`src/rtl/tmc_pkg.sv`:
```
// ==========================================================
// register map, fields and reset values
package tmc_pkg;
    localparam int ADDR_W = 8;
    localparam int DATA_W = 8;
    localparam int CNT_W  = 16;

    // ==========================================================
    // offsets
    localparam logic [7:0] OFF_CTRL_A   = 8'h80;
    localparam logic [7:0] OFF_CTRL_B   = 8'h81;
    localparam logic [7:0] OFF_CTRL_C   = 8'h82;
    localparam logic [7:0] OFF_STATUS   = 8'h83;
    localparam logic [7:0] OFF_CNT_LO   = 8'h84;
    localparam logic [7:0] OFF_CNT_HI   = 8'h85;
    localparam logic [7:0] OFF_CAP_LO   = 8'h86;
    localparam logic [7:0] OFF_CAP_HI   = 8'h87;
    localparam logic [7:0] OFF_CMPA_LO  = 8'h88;
    localparam logic [7:0] OFF_CMPA_HI  = 8'h89;
    localparam logic [7:0] OFF_CMPB_LO  = 8'h8a;
    localparam logic [7:0] OFF_CMPB_HI  = 8'h8b;

    // ==========================================================
    // field positions
    localparam int A_COMA_LSB   = 6;
    localparam int A_COMB_LSB   = 4;
    localparam int A_WAVE_LSB   = 0;
    localparam int B_FILT_BIT   = 7;
    localparam int B_EDGE_BIT   = 6;
    localparam int B_WAVE_LSB   = 3;
    localparam int B_CSEL_LSB   = 0;
    localparam int C_FORCE_A    = 7;
    localparam int C_FORCE_B    = 6;
    localparam int S_OVF_BIT    = 0;
    localparam int S_MA_BIT     = 1;
    localparam int S_MB_BIT     = 2;
    localparam int S_CAP_BIT    = 5;

    localparam logic [7:0] CTRL_A_RST = 8'h00;
    localparam logic [7:0] CTRL_B_RST = 8'h00;
    localparam logic [7:0] CTRL_A_WMASK = 8'hf3;
    localparam logic [7:0] CTRL_B_WMASK = 8'hdf;

    // ==========================================================
    // tops, prescale, filter
    localparam logic [15:0] TOP_MAX  = 16'hffff;
    localparam logic [15:0] TOP_8B   = 16'h00ff;
    localparam logic [15:0] TOP_9B   = 16'h01ff;
    localparam logic [15:0] TOP_10B  = 16'h03ff;
    localparam int PRE_W     = 10;
    localparam logic [9:0] DIV8_M    = 10'h007;
    localparam logic [9:0] DIV64_M   = 10'h03f;
    localparam logic [9:0] DIV256_M  = 10'h0ff;
    localparam logic [9:0] DIV1024_M = 10'h3ff;
    localparam int FILTER_LEN = 4;

    typedef enum logic [2:0] {
        TMC_CS_STOP, TMC_CS_DIV1, TMC_CS_DIV8, TMC_CS_DIV64,
        TMC_CS_DIV256, TMC_CS_DIV1024, TMC_CS_EXT_FALL, TMC_CS_EXT_RISE
    } tmc_csel_t;

    typedef enum logic [1:0] {
        TMC_NONPWM, TMC_FAST, TMC_DUAL
    } tmc_class_t;

    typedef enum logic [1:0] {
        TMC_UPD_NOW, TMC_UPD_TOP, TMC_UPD_BOT
    } tmc_upd_t;
endpackage

```
`src/rtl/tmc_tick_gen.sv`:
```
`timescale 1ns/1ps
`default_nettype none
// ==========================================================
// timer tick: prescaler taps and external pin edge
module tmc_tick_gen
    import tmc_pkg::*;
(
    // clock and reset
    input  wire logic       clk,
    input  wire logic       rst_n,
    // control
    input  wire logic [2:0] clk_sel,
    // pin
    input  wire logic       ext_tick_pin,
    // tick enable
    output logic            timer_tick
);
    logic [PRE_W-1:0] pre_reg;
    logic             ext_s1_reg;
    logic             ext_s2_reg;
    logic             ext_s3_reg;
    wire              ext_rise = ext_s2_reg & ~ext_s3_reg;
    wire              ext_fall = ~ext_s2_reg & ext_s3_reg;
    tmc_csel_t        csel;

    assign csel = tmc_csel_t'(clk_sel);

    always_ff @(posedge clk or negedge rst_n) begin
        if (!rst_n) begin
            pre_reg    <= '0;
            ext_s1_reg <= 1'b0;
            ext_s2_reg <= 1'b0;
            ext_s3_reg <= 1'b0;
        end else begin
            pre_reg    <= pre_reg + 1'b1;
            ext_s1_reg <= ext_tick_pin;
            ext_s2_reg <= ext_s1_reg;
            ext_s3_reg <= ext_s2_reg;
        end
    end

    always_comb begin
        unique case (csel)
            TMC_CS_STOP:     timer_tick = 1'b0;
            TMC_CS_DIV1:     timer_tick = 1'b1;
            TMC_CS_DIV8:     timer_tick = &(pre_reg | ~DIV8_M);
            TMC_CS_DIV64:    timer_tick = &(pre_reg | ~DIV64_M);
            TMC_CS_DIV256:   timer_tick = &(pre_reg | ~DIV256_M);
            TMC_CS_DIV1024:  timer_tick = &(pre_reg | ~DIV1024_M);
            TMC_CS_EXT_FALL: timer_tick = ext_fall;
            TMC_CS_EXT_RISE: timer_tick = ext_rise;
        endcase
    end
endmodule
`default_nettype wire

```
`src/rtl/tmc_capture_filter.sv`:
```
`timescale 1ns/1ps
`default_nettype none
// ==========================================================
// capture input: sync, optional filter, edge select
module tmc_capture_filter
    import tmc_pkg::*;
#(
    parameter int LEN = FILTER_LEN
) (
    // clock and reset
    input  wire logic clk,
    input  wire logic rst_n,
    // control
    input  wire logic filter_en,
    input  wire logic edge_sel,
    // pin
    input  wire logic capture_pin,
    // event
    output logic      cap_event
);
    logic           s1_reg;
    logic [LEN-1:0] hist_reg;
    logic           filt_reg;
    logic           prev_reg;
    wire            all_one  = &hist_reg;
    wire            all_zero = ~|hist_reg;
    wire            level    = filter_en ? filt_reg : hist_reg[0];

    always_ff @(posedge clk or negedge rst_n) begin
        if (!rst_n) begin
            s1_reg   <= 1'b0;
            hist_reg <= '0;
            filt_reg <= 1'b0;
            prev_reg <= 1'b0;
        end else begin
            s1_reg   <= capture_pin;
            hist_reg <= {hist_reg[LEN-2:0], s1_reg};
            if (all_one || all_zero) begin
                filt_reg <= hist_reg[0];
            end
            prev_reg <= level;
        end
    end

    // falling when low, rising when high
    assign cap_event = edge_sel ? (level & ~prev_reg)
                                : (~level & prev_reg);
endmodule
`default_nettype wire

```
`src/rtl/tmc_top.sv`:
```
`timescale 1ns/1ps
`default_nettype none
// ==========================================================
// Notes on behaviour
// - mode from ctrl B high, ctrl A low
// - mode 0 counts to ffff, flag at max
// - modes 1-3 dual slope, reload top
// - modes 5-7 fast, reload bottom, flag top
// - modes 4,12 clear on match, immediate
// - modes 8-11 dual slope, flag bottom
// - modes 14,15 fast; 13 reserved
// - clock select zero stops the counter
// - codes 1-5 divide by 1..1024
// - codes 6,7 external falling, rising edge
// - filter needs four equal samples
// - edge select: zero falling, one rising
// - capture copies counter, sets capture flag
// - capture off when capture sets top
// - force bit acts only in non-PWM modes
// - forced match: no flag, no clear
// - force bits are strobes, read zero
// - tick is a clock enable only
// - non-PWM actions: off, toggle, clear, set
module tmc_top
    import tmc_pkg::*;
(
    // clock and reset
    input  wire logic                      clk,
    input  wire logic                      rst_n,
    // register port
    input  wire logic [tmc_pkg::ADDR_W-1:0] addr,
    input  wire logic [tmc_pkg::DATA_W-1:0] wr_data,
    input  wire logic                      wr_en,
    input  wire logic                      rd_en,
    output logic      [tmc_pkg::DATA_W-1:0] rd_data,
    // pins
    input  wire logic                      ext_tick_pin,
    input  wire logic                      capture_pin,
    output logic                           compare_out_a_pin,
    output logic                           compare_out_a_oe,
    output logic                           compare_out_b_pin,
    output logic                           compare_out_b_oe,
    // flags
    output logic                           overflow_flag,
    output logic                           capture_flag,
    output logic                           match_a_flag,
    output logic                           match_b_flag
);
    // ==========================================================
    // registers
    logic [7:0]  ctrl_a_reg;
    logic [7:0]  ctrl_b_reg;
    logic [15:0] cnt_reg;
    logic [15:0] cnt_next;
    logic        up_reg;
    logic        up_next;
    logic [15:0] cap_reg;
    logic [15:0] cmpa_buf_reg;
    logic [15:0] cmpb_buf_reg;
    logic [15:0] cmpa_reg;
    logic [15:0] cmpb_reg;
    logic [7:0]  rd_data_reg;
    logic [7:0]  rd_mux;
    logic        oc_a_reg;
    logic        oc_b_reg;
    logic        oe_a_reg;
    logic        oe_b_reg;
    logic        ovf_reg;
    logic        cap_flag_reg;
    logic        ma_reg;
    logic        mb_reg;

    // ==========================================================
    // mode decode
    wire [3:0] wave_mode_sel = {ctrl_b_reg[B_WAVE_LSB +: 2],
                                ctrl_a_reg[A_WAVE_LSB +: 2]};
    wire [1:0] com_a = ctrl_a_reg[A_COMA_LSB +: 2];
    wire [1:0] com_b = ctrl_a_reg[A_COMB_LSB +: 2];
    wire [2:0] clk_sel = ctrl_b_reg[B_CSEL_LSB +: 3];
    wire       capture_filter_en = ctrl_b_reg[B_FILT_BIT];
    wire       capture_edge_sel  = ctrl_b_reg[B_EDGE_BIT];

    function automatic tmc_class_t wave_class(input logic [3:0] m);
        unique case (m)
            4'd1, 4'd2, 4'd3, 4'd8, 4'd9, 4'd10, 4'd11:
                wave_class = TMC_DUAL;
            4'd5, 4'd6, 4'd7, 4'd14, 4'd15:
                wave_class = TMC_FAST;
            default: wave_class = TMC_NONPWM;
        endcase
    endfunction

    function automatic tmc_upd_t upd_point(input logic [3:0] m);
        unique case (m)
            4'd1, 4'd2, 4'd3, 4'd10, 4'd11: upd_point = TMC_UPD_TOP;
            4'd5, 4'd6, 4'd7, 4'd8, 4'd9, 4'd14, 4'd15:
                upd_point = TMC_UPD_BOT;
            default: upd_point = TMC_UPD_NOW;
        endcase
    endfunction

    // compare output action for one channel
    function automatic logic out_next(
        input logic [1:0] com, input logic cur, input logic hit,
        input logic bot, input logic up, input tmc_class_t cls,
        input logic tog_ok);
        logic r;
        r = cur;
        unique case (cls)
            TMC_NONPWM: if (hit) begin
                unique case (com)
                    2'b00: r = cur;
                    2'b01: r = ~cur;
                    2'b10: r = 1'b0;
                    2'b11: r = 1'b1;
                endcase
            end
            TMC_FAST: begin
                if (com[1] && bot) r = ~com[0];
                else if (com[1] && hit) r = com[0];
                else if (com == 2'b01 && hit && tog_ok) r = ~cur;
            end
            TMC_DUAL: begin
                if (com[1] && hit) r = up ? com[0] : ~com[0];
                else if (com == 2'b01 && hit && tog_ok) r = ~cur;
            end
            default: r = cur;
        endcase
        return r;
    endfunction

    tmc_class_t cls;
    tmc_upd_t   upd;
    logic [15:0] top_val;
    assign cls = wave_class(wave_mode_sel);
    assign upd = upd_point(wave_mode_sel);

    wire top_cap = (wave_mode_sel == 4'd8) || (wave_mode_sel == 4'd10)
                || (wave_mode_sel == 4'd12) || (wave_mode_sel == 4'd14);
    wire top_cmpa = (wave_mode_sel == 4'd4) || (wave_mode_sel == 4'd9)
                 || (wave_mode_sel == 4'd11) || (wave_mode_sel == 4'd15);

    always_comb begin
        unique case (wave_mode_sel)
            4'd1, 4'd5: top_val = TOP_8B;
            4'd2, 4'd6: top_val = TOP_9B;
            4'd3, 4'd7: top_val = TOP_10B;
            default: top_val = top_cap ? cap_reg
                             : (top_cmpa ? cmpa_reg : TOP_MAX);
        endcase
    end

    // ==========================================================
    // tick and capture sources
    logic timer_tick;
    logic cap_event;

    tmc_tick_gen u_tick (
        .clk          (clk),
        .rst_n        (rst_n),
        .clk_sel      (clk_sel),
        .ext_tick_pin (ext_tick_pin),
        .timer_tick   (timer_tick)
    );

    tmc_capture_filter #(.LEN(FILTER_LEN)) u_cap (
        .clk         (clk),
        .rst_n       (rst_n),
        .filter_en   (capture_filter_en),
        .edge_sel    (capture_edge_sel),
        .capture_pin (capture_pin),
        .cap_event   (cap_event)
    );

    // ==========================================================
    // counting
    wire at_top  = (cnt_reg == top_val);
    wire at_bot  = (cnt_reg == 16'h0000);
    wire dual    = (cls == TMC_DUAL);
    wire wrap_bt = timer_tick && (dual ? (at_bot && !up_reg) : at_top);
    wire ovf_set = timer_tick && ((cls == TMC_FAST) ? at_top
                 : dual ? (at_bot && !up_reg)
                 : (cnt_reg == TOP_MAX));
    wire reload  = (upd == TMC_UPD_NOW)
                || (upd == TMC_UPD_TOP && timer_tick && at_top)
                || (upd == TMC_UPD_BOT && wrap_bt);
    wire hit_a   = timer_tick && (cnt_reg == cmpa_reg);
    wire hit_b   = timer_tick && (cnt_reg == cmpb_reg);
    wire cap_fire = cap_event && !top_cap;

    always_comb begin
        cnt_next = cnt_reg;
        up_next  = up_reg;
        if (timer_tick) begin
            if (!dual) begin
                cnt_next = at_top ? 16'h0000 : cnt_reg + 16'h0001;
                up_next  = 1'b1;
            end else if (up_reg) begin
                cnt_next = at_top ? cnt_reg - 16'h0001
                                  : cnt_reg + 16'h0001;
                up_next  = !at_top;
            end else begin
                cnt_next = at_bot ? cnt_reg + 16'h0001
                                  : cnt_reg - 16'h0001;
                up_next  = at_bot;
            end
        end
        if (wr_en && addr == OFF_CNT_LO) cnt_next[7:0]  = wr_data;
        if (wr_en && addr == OFF_CNT_HI) cnt_next[15:8] = wr_data;
    end

    // ==========================================================
    // force strobes and waveform
    wire wr_c    = wr_en && (addr == OFF_CTRL_C);
    wire force_a = wr_c && wr_data[C_FORCE_A] && cls == TMC_NONPWM;
    wire force_b = wr_c && wr_data[C_FORCE_B] && cls == TMC_NONPWM;
    wire tog_a   = (wave_mode_sel == 4'd9) || (wave_mode_sel == 4'd11)
                || (wave_mode_sel == 4'd14) || (wave_mode_sel == 4'd15);
    wire bot_ev  = (cls == TMC_FAST) && wrap_bt;
    wire oc_a_next = out_next(com_a, oc_a_reg, hit_a || force_a, bot_ev,
                              up_reg, cls, tog_a);
    wire oc_b_next = out_next(com_b, oc_b_reg, hit_b || force_b, bot_ev,
                              up_reg, cls, 1'b0);
    wire oe_a_next = (com_a != 2'b00) &&
                     (cls == TMC_NONPWM || com_a[1] || tog_a);
    wire oe_b_next = (com_b != 2'b00) && (cls == TMC_NONPWM || com_b[1]);

    // ==========================================================
    // register port
    wire clr_st = wr_en && (addr == OFF_STATUS);

    always_comb begin
        unique case (addr)
            OFF_CTRL_A:  rd_mux = ctrl_a_reg;
            OFF_CTRL_B:  rd_mux = ctrl_b_reg;
            OFF_STATUS:  rd_mux = {2'b00, cap_flag_reg, 2'b00, mb_reg,
                                   ma_reg, ovf_reg};
            OFF_CNT_LO:  rd_mux = cnt_reg[7:0];
            OFF_CNT_HI:  rd_mux = cnt_reg[15:8];
            OFF_CAP_LO:  rd_mux = cap_reg[7:0];
            OFF_CAP_HI:  rd_mux = cap_reg[15:8];
            OFF_CMPA_LO: rd_mux = cmpa_buf_reg[7:0];
            OFF_CMPA_HI: rd_mux = cmpa_buf_reg[15:8];
            OFF_CMPB_LO: rd_mux = cmpb_buf_reg[7:0];
            OFF_CMPB_HI: rd_mux = cmpb_buf_reg[15:8];
            default:     rd_mux = 8'h00;
        endcase
    end

    always_ff @(posedge clk or negedge rst_n) begin
        if (!rst_n) begin
            ctrl_a_reg   <= CTRL_A_RST;
            ctrl_b_reg   <= CTRL_B_RST;
            cmpa_buf_reg <= '0;
            cmpb_buf_reg <= '0;
            rd_data_reg  <= '0;
        end else begin
            if (wr_en && addr == OFF_CTRL_A)
                ctrl_a_reg <= wr_data & CTRL_A_WMASK;
            if (wr_en && addr == OFF_CTRL_B)
                ctrl_b_reg <= wr_data & CTRL_B_WMASK;
            if (wr_en && addr == OFF_CMPA_LO) cmpa_buf_reg[7:0]  <= wr_data;
            if (wr_en && addr == OFF_CMPA_HI) cmpa_buf_reg[15:8] <= wr_data;
            if (wr_en && addr == OFF_CMPB_LO) cmpb_buf_reg[7:0]  <= wr_data;
            if (wr_en && addr == OFF_CMPB_HI) cmpb_buf_reg[15:8] <= wr_data;
            rd_data_reg <= rd_en ? rd_mux : 8'h00;
        end
    end

    always_ff @(posedge clk or negedge rst_n) begin
        if (!rst_n) begin
            cnt_reg  <= '0;
            up_reg   <= 1'b1;
            cmpa_reg <= '0;
            cmpb_reg <= '0;
            cap_reg  <= '0;
        end else begin
            cnt_reg <= cnt_next;
            up_reg  <= up_next;
            if (reload) begin
                cmpa_reg <= cmpa_buf_reg;
                cmpb_reg <= cmpb_buf_reg;
            end
            if (cap_fire) cap_reg <= cnt_reg;
            else if (wr_en && addr == OFF_CAP_LO) cap_reg[7:0] <= wr_data;
            else if (wr_en && addr == OFF_CAP_HI) cap_reg[15:8] <= wr_data;
        end
    end

    // flags: a set in the clearing cycle wins
    always_ff @(posedge clk or negedge rst_n) begin
        if (!rst_n) begin
            ovf_reg      <= 1'b0;
            cap_flag_reg <= 1'b0;
            ma_reg       <= 1'b0;
            mb_reg       <= 1'b0;
            oc_a_reg     <= 1'b0;
            oc_b_reg     <= 1'b0;
            oe_a_reg     <= 1'b0;
            oe_b_reg     <= 1'b0;
        end else begin
            ovf_reg <= ovf_set || (ovf_reg && !(clr_st && wr_data[S_OVF_BIT]));
            cap_flag_reg <= cap_fire ||
                (cap_flag_reg && !(clr_st && wr_data[S_CAP_BIT]));
            ma_reg <= hit_a || (ma_reg && !(clr_st && wr_data[S_MA_BIT]));
            mb_reg <= hit_b || (mb_reg && !(clr_st && wr_data[S_MB_BIT]));
            oc_a_reg <= oc_a_next;
            oc_b_reg <= oc_b_next;
            oe_a_reg <= oe_a_next;
            oe_b_reg <= oe_b_next;
        end
    end

    assign rd_data           = rd_data_reg;
    assign compare_out_a_pin = oc_a_reg;
    assign compare_out_b_pin = oc_b_reg;
    assign compare_out_a_oe  = oe_a_reg;
    assign compare_out_b_oe  = oe_b_reg;
    assign overflow_flag     = ovf_reg;
    assign capture_flag      = cap_flag_reg;
    assign match_a_flag      = ma_reg;
    assign match_b_flag      = mb_reg;
endmodule
`default_nettype wire

```
`config.mk`:
```
export PLATFORM = sky130hd
export DESIGN_NAME = tmc_top
export DESIGN_NICKNAME = d
export VERILOG_FILES = /design/src/rtl/tmc_pkg.sv /design/src/rtl/tmc_tick_gen.sv /design/src/rtl/tmc_capture_filter.sv /design/src/rtl/tmc_top.sv
export SDC_FILE = /design/constraint.sdc
export NUM_CORES = 1
export LEC_CHECK = 0
export ABC_AREA = 1
export ABC_CLOCK_PERIOD_IN_PS = 7000
export BUFFER_PORTS_ARGS = -buffer_cell sky130_fd_sc_hd__buf_2
export CORE_UTILIZATION = 35
export DETAILED_ROUTE_END_ITERATION = 10
export GPL_ROUTABILITY_DRIVEN = 0
export PLACE_DENSITY_LB_ADDON = 0.3
export SYNTH_ARGS = -nofsm -noshare
export SYNTH_HDL_FRONTEND = slang
export SYNTH_SLANG_ARGS = --single-unit
```
`constraint.sdc`:
```
create_clock -name clk -period 7 [get_ports clk]
set_input_delay 1.05 -clock clk [delete_from_list [all_inputs] [get_ports clk]]
set_output_delay 1.05 -clock clk [all_outputs]
set_load 0.02 [all_outputs]
```
======== Word level (Yosys, flattened, before mapping) ========
Memories as Yosys holds them, arrays and structs flattened.
Index checks and enable logic that the tools add are counted.
word-level totals
  word-level logic and storage cells ...... 237
  ROM bits ................................ 64
  input bits .............................. 22
  flip-flop bits (word level) ............. 146
  output and inout bits ................... 16
  memories kept ........................... 2
operators by class
  $add $sub $neg .......................... 3
  reduce and logical (&&, ||, !) cells .... 96
  muxes and demuxes ....................... 40
  equal/unequal tests ..................... 54
  bitwise gates (word level) .............. 12
memory list
  name              words  bits a word  rd ports  clocked after memory_dff  wr ports  RTL line       RTL
  (name not given)  16     2            1         0                         0         tmc_top.sv:94  unique case (m)
  (name not given)  16     2            1         0                         0         tmc_top.sv:84  unique case (m)
operators by type and width
  operator                                              number
  2-to-1 mux 16 bit                                     9
  equality test 8 bit (second input constant)           12
  one-hot mux 8 bit (11 select lines)                   1
  equality test 16 bit                                  3
  2-to-1 mux 8 bit                                      6
  one-hot mux 16 bit (3 select lines)                   1
  logical AND 1 bit                                     42
  equality test 4 bit (second input constant)           7
  logical OR 1 bit                                      21
  2-to-1 mux 1 bit                                      18
  adder 16 x 1 -> 16 bit (second input constant)        1
  equality test 16 bit (second input constant)          1
  equality test 4 x 3 -> 1 bit (second input constant)  4
  zero test 16 bit                                      1
  subtractor 16 x 1 -> 16 bit (second input constant)   1
  equality test 2 bit (second input constant)           6
  equality test 3 bit (second input constant)           4
  one-hot mux 1 bit (3 select lines)                    4
  nonzero test 2 bit                                    6
  adder 10 x 1 -> 10 bit (second input constant)        1
  inequality test 2 bit (second input constant)         5
  AND reduction 10 bit                                  1
  equality test 2 x 1 -> 1 bit (second input constant)  4
  equality test 4 x 2 -> 1 bit (second input constant)  2
  20 further kinds                                      44

======== Depth between registers and ports, before layout ========
Gate-level depths: netlist of the first run.
  depth after elaboration ................. 14
  depth in mapped cells ................... 23

======== By module ========
A second synthesis of the first run with hierarchy kept.
second synthesis, totals
  cell total of the unflattened synthesis .. 1,206
  area, all modules ....................... 8,846.0 um^2
modules (own cells, without submodules)
  module              area an instance (um^2)  times used  cells an instance
  tmc_top             7,991.4                  1           1,114
  tmc_tick_gen        603.1                    1           67
  tmc_capture_filter  251.5                    1           25

======== Least setup slack after synthesis of the first run ========
Ideal clock, no wire load.
  kind .................................... input to register
  start ................................... input addr[5] in the netlist's numbering
  end ..................................... register cnt_reg[12]
  arrival time ............................ 2.900 ns
  setup time .............................. 0.066 ns
  data required time ...................... 6.934 ns
  stages on the path ...................... 14
  slack ................................... 4.034 ns
  buffers on the path ..................... 1
  cell sequence ........................... nor4_1 > inv_1 > nor2_1 > inv_1 > nor2_1 > inv_1 > nor2_1 > nor2_1 > inv_1 > clkbuf_1 > o21ai_0 > inv_1 > nand2_1 > nand2_1
on the way
  longest elaborated chain between the ends .. 3
RTL lines
  item                                                           RTL line        RTL
  start, declared                                                tmc_top.sv:31   input wire logic [tmc_pkg::ADDR_W-1:0] addr,
  equality test 8 bit (*)                                        tmc_top.sv:209  if (wr_en && addr == OFF_CNT_HI) cnt_next[15:8] = wr_data;
  logical AND 1 bit (*)                                          tmc_top.sv:209
  2-to-1 mux 8 bit / nonzero test 2 bit (equally long branches)  -
  end signal, assigned                                           tmc_top.sv:278  cnt_reg <= cnt_next;
  end, declared                                                  tmc_top.sv:53   logic [15:0] cnt_reg;
Every way passes the cells marked *; elsewhere a longest branch is shown, timed or not.
A chain may end at the register's enable or synchronous reset.

======== Worst setup path after layout of the first run ========
  start ................................... register ctrl_b_reg[4]
  end ..................................... register cmpb_reg[14]
on the way
  longest elaborated chain between the ends .. 12
RTL lines
  item                                                                        RTL line        RTL
  start, declared                                                             tmc_top.sv:52   logic [7:0] ctrl_b_reg;
  start signal, assigned                                                      tmc_top.sv:261  ctrl_b_reg <= wr_data & CTRL_B_WMASK;
  equality test 4 x 3 -> 1 bit / equality test 4 bit (equally long branches)  tmc_top.sv:140  wire top_cmpa = (wave_mode_sel == 4'd4) || (wave_mode_sel == 4'd9)
  logical OR 1 bit                                                            tmc_top.sv:140
  logical OR 1 bit (2 in a row)                                               tmc_top.sv:141  || (wave_mode_sel == 4'd11) || (wave_mode_sel == 4'd15);
  2-to-1 mux 16 bit                                                           tmc_top.sv:149  : (top_cmpa ? cmpa_reg : TOP_MAX);
  2-to-1 mux 16 bit                                                           tmc_top.sv:148  default: top_val = top_cap ? cap_reg
  one-hot mux 16 bit (3 select lines)                                         tmc_top.sv:144  unique case (wave_mode_sel)
  equality test 16 bit                                                        tmc_top.sv:177  wire at_top = (cnt_reg == top_val);
  2-to-1 mux 1 bit                                                            tmc_top.sv:180  wire wrap_bt = timer_tick && (dual ? (at_bot && !up_reg) : at_top);
  logical AND 1 bit                                                           tmc_top.sv:180
  logical AND 1 bit                                                           tmc_top.sv:186  || (upd == TMC_UPD_BOT && wrap_bt);
  logical OR 1 bit (*)                                                        tmc_top.sv:186
  end signal, assigned                                                        tmc_top.sv:282  cmpb_reg <= cmpb_buf_reg;
  end, declared                                                               tmc_top.sv:61   logic [15:0] cmpb_reg;
Marks and branches as above.

==> out/summary.txt, run 1 <==
CP max stage delay = 0.51 ns
htree depth = 4
Final Util = 40.4%
relative slew slack = 39.6%
#FFs+latches synth = 146
CTS Hold Bufs = 0
WP data arrival = 4.07 ns
syn_area_per_cell = 7.44 um2
DRT Wirelength = 28.4 mm
Critical path buffers and inverters = 3
Final setup violation count = 0
worst vdd ir = 0.128 mV
post-synthesis sequential area ratio = 42.6%
largest net degree at the start of global routing = 97
ys flop type = dfrtp_1
full die area = 25200 um2
worst reg2reg path depth = 17
Routed Antenna Nets = 0
status = completed
# diodes = 0
Post-CTS Resized = 0
Post CTS Setup Buffer Count = 0
Root Driver = clkbuf_16
residual DRC count = 0
vias in the first global route = 7747
top achievable clock speed = 0.271 GHz
DR pass1 iterations = 5
CTS tree = built
RSZ-0062 raised after global routing = no
period utilisation layout = 52.8%
CP max stage cell = dfrtp_1
initial antenna violation count = 0
grt total ovfl = 0
leakage = 4.81 nW
clock buffer depth = 2
Final #Nets = 1206
async set-reset flop share out of synthesis = 100%
clock sink count = 146
Critical Path Most Common Cell = nand2_1
clock latency on the worst-skew pair = 0.45 ns
post-synthesis cell type count = 43
crit-path cells = inv_2, nor2_2, inv_1, or2_1, nand4_1, nand2_1, nor2_1, nand2_1, nor2_1, nand2_2, nand2_4, nand2_1, or3_1, buf_4, nand2_4, nand2_1, nand2_1
Post-DP HPWL = 20.7 mm
post-DR vias/cell = 5.43
crit path capture type = flip-flop
hold endpoint = u_tick.ext_s2_reg
Die W = 159 um
Initial DRC Count = 915
delay-heaviest family, CP = simple AND/OR/NAND/NOR gates
shortest period the worst path allows = 3.69 ns
Row Count = 56
Mapped Cells = 1154
total CTS buffers = 17
hold depth = 0
WP data required = 7.38 ns
gr usage total = 24.0%
most frequent cells in the layout = nand2_1, dfrtp_1, inv_1, nand3_1, o21ai_0
Post-Syn Nets = 1187
leading cell type in the layout, fill and taps excluded = nand2_1
Worst Hold Class = flip-flop to flip-flop
Post-synth EDFFs = 0
IO buf count = 37
r2r setup slk = 3.31 ns
Worst-Margin Slew = 0.906 ns
worst-path maximum fanout = 33
die height = 159 um
Setup Skew = 0.0151 ns
CP startpoint kind = flip-flop
Reg-to-Reg End = cmpb_reg[14]
Synth Cell Area = 8580 um2
# Max-Cap Violations = 0
fin. max-slew vios = 0
share of cells above drive strength 1 = 7.34%
Final Hold Viols = 0
hold slack = 0.356 ns
Layout area overhead = 11.9%
pwr/cell area = 293 nW/um2
Synth Warn # = 0
hold_sp = u_tick.ext_s1_reg
launch point of the worst reg-to-reg path = ctrl_b_reg[4]
initial core utilization = 36.1%
vias = 8172
setup total negative slack = 0 ns
# IOs = 38
wire length per cell = 18.9 um
clk slew on worst S/H paths = 0.07 ns
first-pass GRT wire length = 44.4 mm
core area = 23800 um2
Setup CP Type = flip-flop to flip-flop
[synth_stat cells (8+ instances only)]
cell | instances | area share (%)
a21oi_1 | 18 | 1.0
dfrtp_1 | 145 | 42
nand2_1 | 359 | 16
clkbuf_1 | 28 | 1.2
o21ai_0 | 93 | 5.4
o221ai_1 | 17 | 1.7
nand3_1 | 96 | 5.6
nand4_1 | 19 | 1.4
inv_1 | 119 | 5.2
nor3_1 | 19 | 1.1
nor2_1 | 71 | 3.1
o211ai_1 | 9 | 0.79
ha_1 | 11 | 1.6
xor2_1 | 45 | 4.6
o22ai_1 | 9 | 0.66
nor4_1 | 9 | 0.66
a221oi_1 | 17 | 1.7
xnor2_1 | 8 | 0.82
[through the flow]
stage               area (um2)  total power, mW  setup WS, ns  cells
finish                    9610             2.81          3.31   1505
global route              9610             2.96          3.03   1505
CTS                       9610             2.80          3.44   1505
detailed placement        9010             1.85          3.37   1473
global placement          9010             1.85          3.37   1473
floorplan                 8580             1.60          4.03   1154
[worst reg2reg max path: cells and delay by family, from the launching register on]
| kind | cells | cell delay (ns) |
|---|---|---|
| buf+inv | 3 | 0.67 |
| flops | 1 | 0.51 |
| simple gates | 14 | 2.45 |
[how the worst max path moves through the flow]
stage / startpoint / end / slack (ns) / depth (start not counted)
after floorplan: addr[5] / cnt_reg[12] / 4.03 / 14
after global placement: addr[5] / cnt_reg[8] / 3.37 / 14
after detailed placement: addr[5] / cnt_reg[8] / 3.37 / 14
after CTS: ctrl_b_reg[4] / cmpa_reg[15] / 3.44 / 17
after global routing: ctrl_b_reg[4] / cmpa_reg[7] / 3.03 / 17
final: ctrl_b_reg[4] / cmpb_reg[14] / 3.31 / 17
[cell type report]
cell class	instances	area, um2
fillers	2417	14100
repair buffers	42	229
inverters	127	477
clock inverters	14	160
clock buffers	18	439
well taps	319	399
multi-input cells	839	4250
flip-flops and latches	146	3650
[report_power, final]
part | internal, mW | leakage, nW | switching, mW
logic | 0.250 | 2.59 | 0.475
clock network | 0.518 | 0.293 | 0.430
registers | 0.942 | 1.92 | 0.197
[cells by family (layout without fill, tap and decap cells)]
group                    after synthesis  after routing  synth area share, %
AND/OR/NAND/NOR                      592            592                 29.2
AO/OA/AOI/OAI                        183            183                 13.3
buffers and inverters                169            201                 7.93
adder cells (fa/ha/maj)               11             11                 1.60
XOR/XNOR                              53             53                 5.41
flip-flops                           146            146                 42.6
[layer usage]
metal	global-route usage [%]	vias up	part of all wire [%]
met4	10.9	0	3.7
met3	5.93	84	8.4
met2	36.3	332	44
met1	32.4	3892	44
li1	-	3864	-
met5	0	-	0
No activity file was read; power rests on OpenSTA's default activity.
==> run 2, diff against run 1 <==
- ABC_AREA: 1 -> 0
- ABC_CLOCK_PERIOD_IN_PS: 7000 -> 3700
- clock period: 7 -> 3.7 ns (I/O delays scaled with it)
==> run 2 against run 1 <==
Compared with the run above: sequential cell count stayed put; global-route usage is 0.24 points lower; sequential power up 83%; sequential share of layout area shrank 3.6 points; worst hold slack got worse by 0.27 ns; synthesized cell count shrank 15%; clock skew hardly changed; critical path depth shrank 8; register-to-register slack worse by 3.1 ns; clock power up 90%.
==> out/summary.txt, run 2 <==
initial core utilization = 35.6%
CP max stage delay = 0.54 ns
Final setup violation count = 0
Post-CTS Resized = 0
pwr/cell area = 528 nW/um2
Setup CP Type = flip-flop to flip-flop
post-DR vias/cell = 5.97
gr usage total = 23.8%
Inst Count DP = 1342
leakage = 4.59 nW
Final Cell Area = 10600 um2
Critical path buffers and inverters = 1
total CTS buffers = 17
Die W = 165 um
Root Driver = clkbuf_16
relative slew slack = 26.6%
post-synthesis cell type count = 79
htree depth = 4
crit-path cells = nor2b_1, o31ai_1, and3_1, or4_4, nor4_4, nand3_1, a21oi_4, buf_12, mux2_2
Layout area overhead = 14.8%
initial antenna violation count = 0
Post-Syn Nets = 1019
wire length per cell = 22.5 um
DR pass1 iterations = 7
setup total negative slack = 0 ns
shortest period the worst path allows = 3.51 ns
first-pass GRT wire length = 47.6 mm
Synth top cells by count = dfrtp_1, nor2_1, mux2_2, a21oi_1, nand2_1
Post-DP HPWL = 22.3 mm
total power = 5.61 mW
crit path capture type = flip-flop
worst vdd ir = 0.288 mV
Synth Cell Area = 9250 um2
vias in the first global route = 7660
die height = 165 um
clock latency on the worst-skew pair = 0.44 ns
worst-path maximum fanout = 41
Synth area leader = dfrtp_1
Mapped Cells = 986
most frequent cell after synthesis = dfrtp_1
Setup Skew = 0.0147 ns
# IOs = 38
syn_area_per_cell = 9.38 um2
full die area = 27100 um2
# Max-Cap Violations = 0
worst reg2reg path depth = 9
clock sink count = 146
clk slew on worst S/H paths = 0.07 ns
RSZ-0062 raised after global routing = no
Post-Layout Cell Count = 1375
fin. max-slew vios = 0
launch point of the worst reg-to-reg path = ctrl_b_reg[3]
r2r setup slk = 0.19 ns
IO buf count = 37
Final Hold Viols = 0
Post CTS Setup Buffer Count = 0
Synth top area share = 39.2%
Worst Hold Class = primary input to async pin
grt total ovfl = 0
vias = 8208
status = completed
Synth Warn # = 0
period utilisation layout = 94.9%
Routed Antenna Nets = 0
largest net degree at the start of global routing = 61
WP data required = 4.02 ns
residual DRC count = 0
Final #Nets = 1059
WP data arrival = 3.83 ns
most frequent cells in the layout = dfrtp_1, nor2_1, mux2_2, a21oi_1, nand2_1
Reg-to-Reg End = cmpa_reg[8]
post-synthesis sequential area ratio = 39.5%
CTS tree = built
Setup WS post-layout = 0.188 ns
leading cell type in the layout, fill and taps excluded = dfrtp_1
ys flop type = dfrtp_1
top achievable clock speed = 0.285 GHz
#FFs+latches synth = 146
share of cells above drive strength 1 = 21.8%
async set-reset flop share out of synthesis = 100%
Initial DRC Count = 779
clock buffer depth = 2
Worst-Margin Slew = 1.10 ns
Row Count = 59
dpl ws = 0.243 ns
DRT Wirelength = 30.9 mm
synth top area cells = dfrtp_1, mux2_2, nor2_1, a21oi_1, mux2i_1
delay-heaviest family, CP = simple AND/OR/NAND/NOR gates
Post-synth EDFFs = 0
Post-DP Area = 10000 um2
CP startpoint kind = flip-flop
core area = 26000 um2
CP max stage cell = nor2b_1
CTS Hold Bufs = 0
==> run 2: changes by cell type after synthesis, sizes merged, moves of 16 or more <==
cell	delta
and3	+16
mux2i	+30
mux2	+72
clkbuf	+18
nand3	-62
o21ai	-46
xor2	-21
a21oi	+45
nor2	+23
nand2	-302
a31oi	+19
inv	-90
==> run 2: cell families after synthesis <==
| family | Yosys count | synth area share (%) |
|---|---|---|
| DFF | 146 | 39.5 |
| muxes | 111 | 14.2 |
| adders and majority gates | 11 | 1.49 |
| xor gates and xnor gates | 43 | 4.07 |
| AOI/OAI and AO/OA | 248 | 18.2 |
| and+or+nand+nor | 324 | 18.0 |
| buffers and inverters | 103 | 4.52 |
==> run 2: power breakdown <==
part	switching, mW	leakage [nW]	internal [mW]
Sequential	0.299	1.88	1.79
Combinational	1.02	2.41	0.697
Clock	0.823	0.298	0.982
==> run 2: how the worst max path moves through the flow <==
stage / startpoint / endpoint / slack (ns) / cells past startpoint
final: ctrl_b_reg[3] / cmpa_reg[8] / 0.19 / 9
after global routing: ctrl_b_reg[3] / cnt_reg[13] / 0.01 / 10
after global placement: ctrl_b_reg[3] / cmpb_reg[13] / 0.32 / 9
after floorplan: ctrl_b_reg[3] / cmpa_reg[14] / 0.63 / 10
after detailed placement: ctrl_b_reg[3] / cmpb_reg[14] / 0.24 / 9
after CTS: ctrl_b_reg[3] / cmpb_reg[2] / 0.23 / 9
==> run 2: area by class of cell <==
cell class	count	area [um2]
inverters	30	113
flip-flops and latches	146	3650
repair buffers	94	644
clock buffers	18	439
well taps	335	419
clock inverters	14	160
diodes	1	2.50
fillers	2577	15400
multi-input cells	737	5180
==> run 2: layer usage <==
metal	track usage [%]	share of wire, %	up-vias
li1	-	-	3720
met1	33.3	43	3970
met2	35.0	44	434
met3	5.22	8.9	84
met4	10.6	3.8	0
met5	0	0	-
==> run 2: per-stage QoR <==
step                hold slack [ns]  utilization (%)
CTS                           0.100             40.8
global route                  0.125             40.8
floorplan                     0.259                -
finish                       0.0838             40.9
global placement              0.332             38.5
detailed placement            0.336             38.5
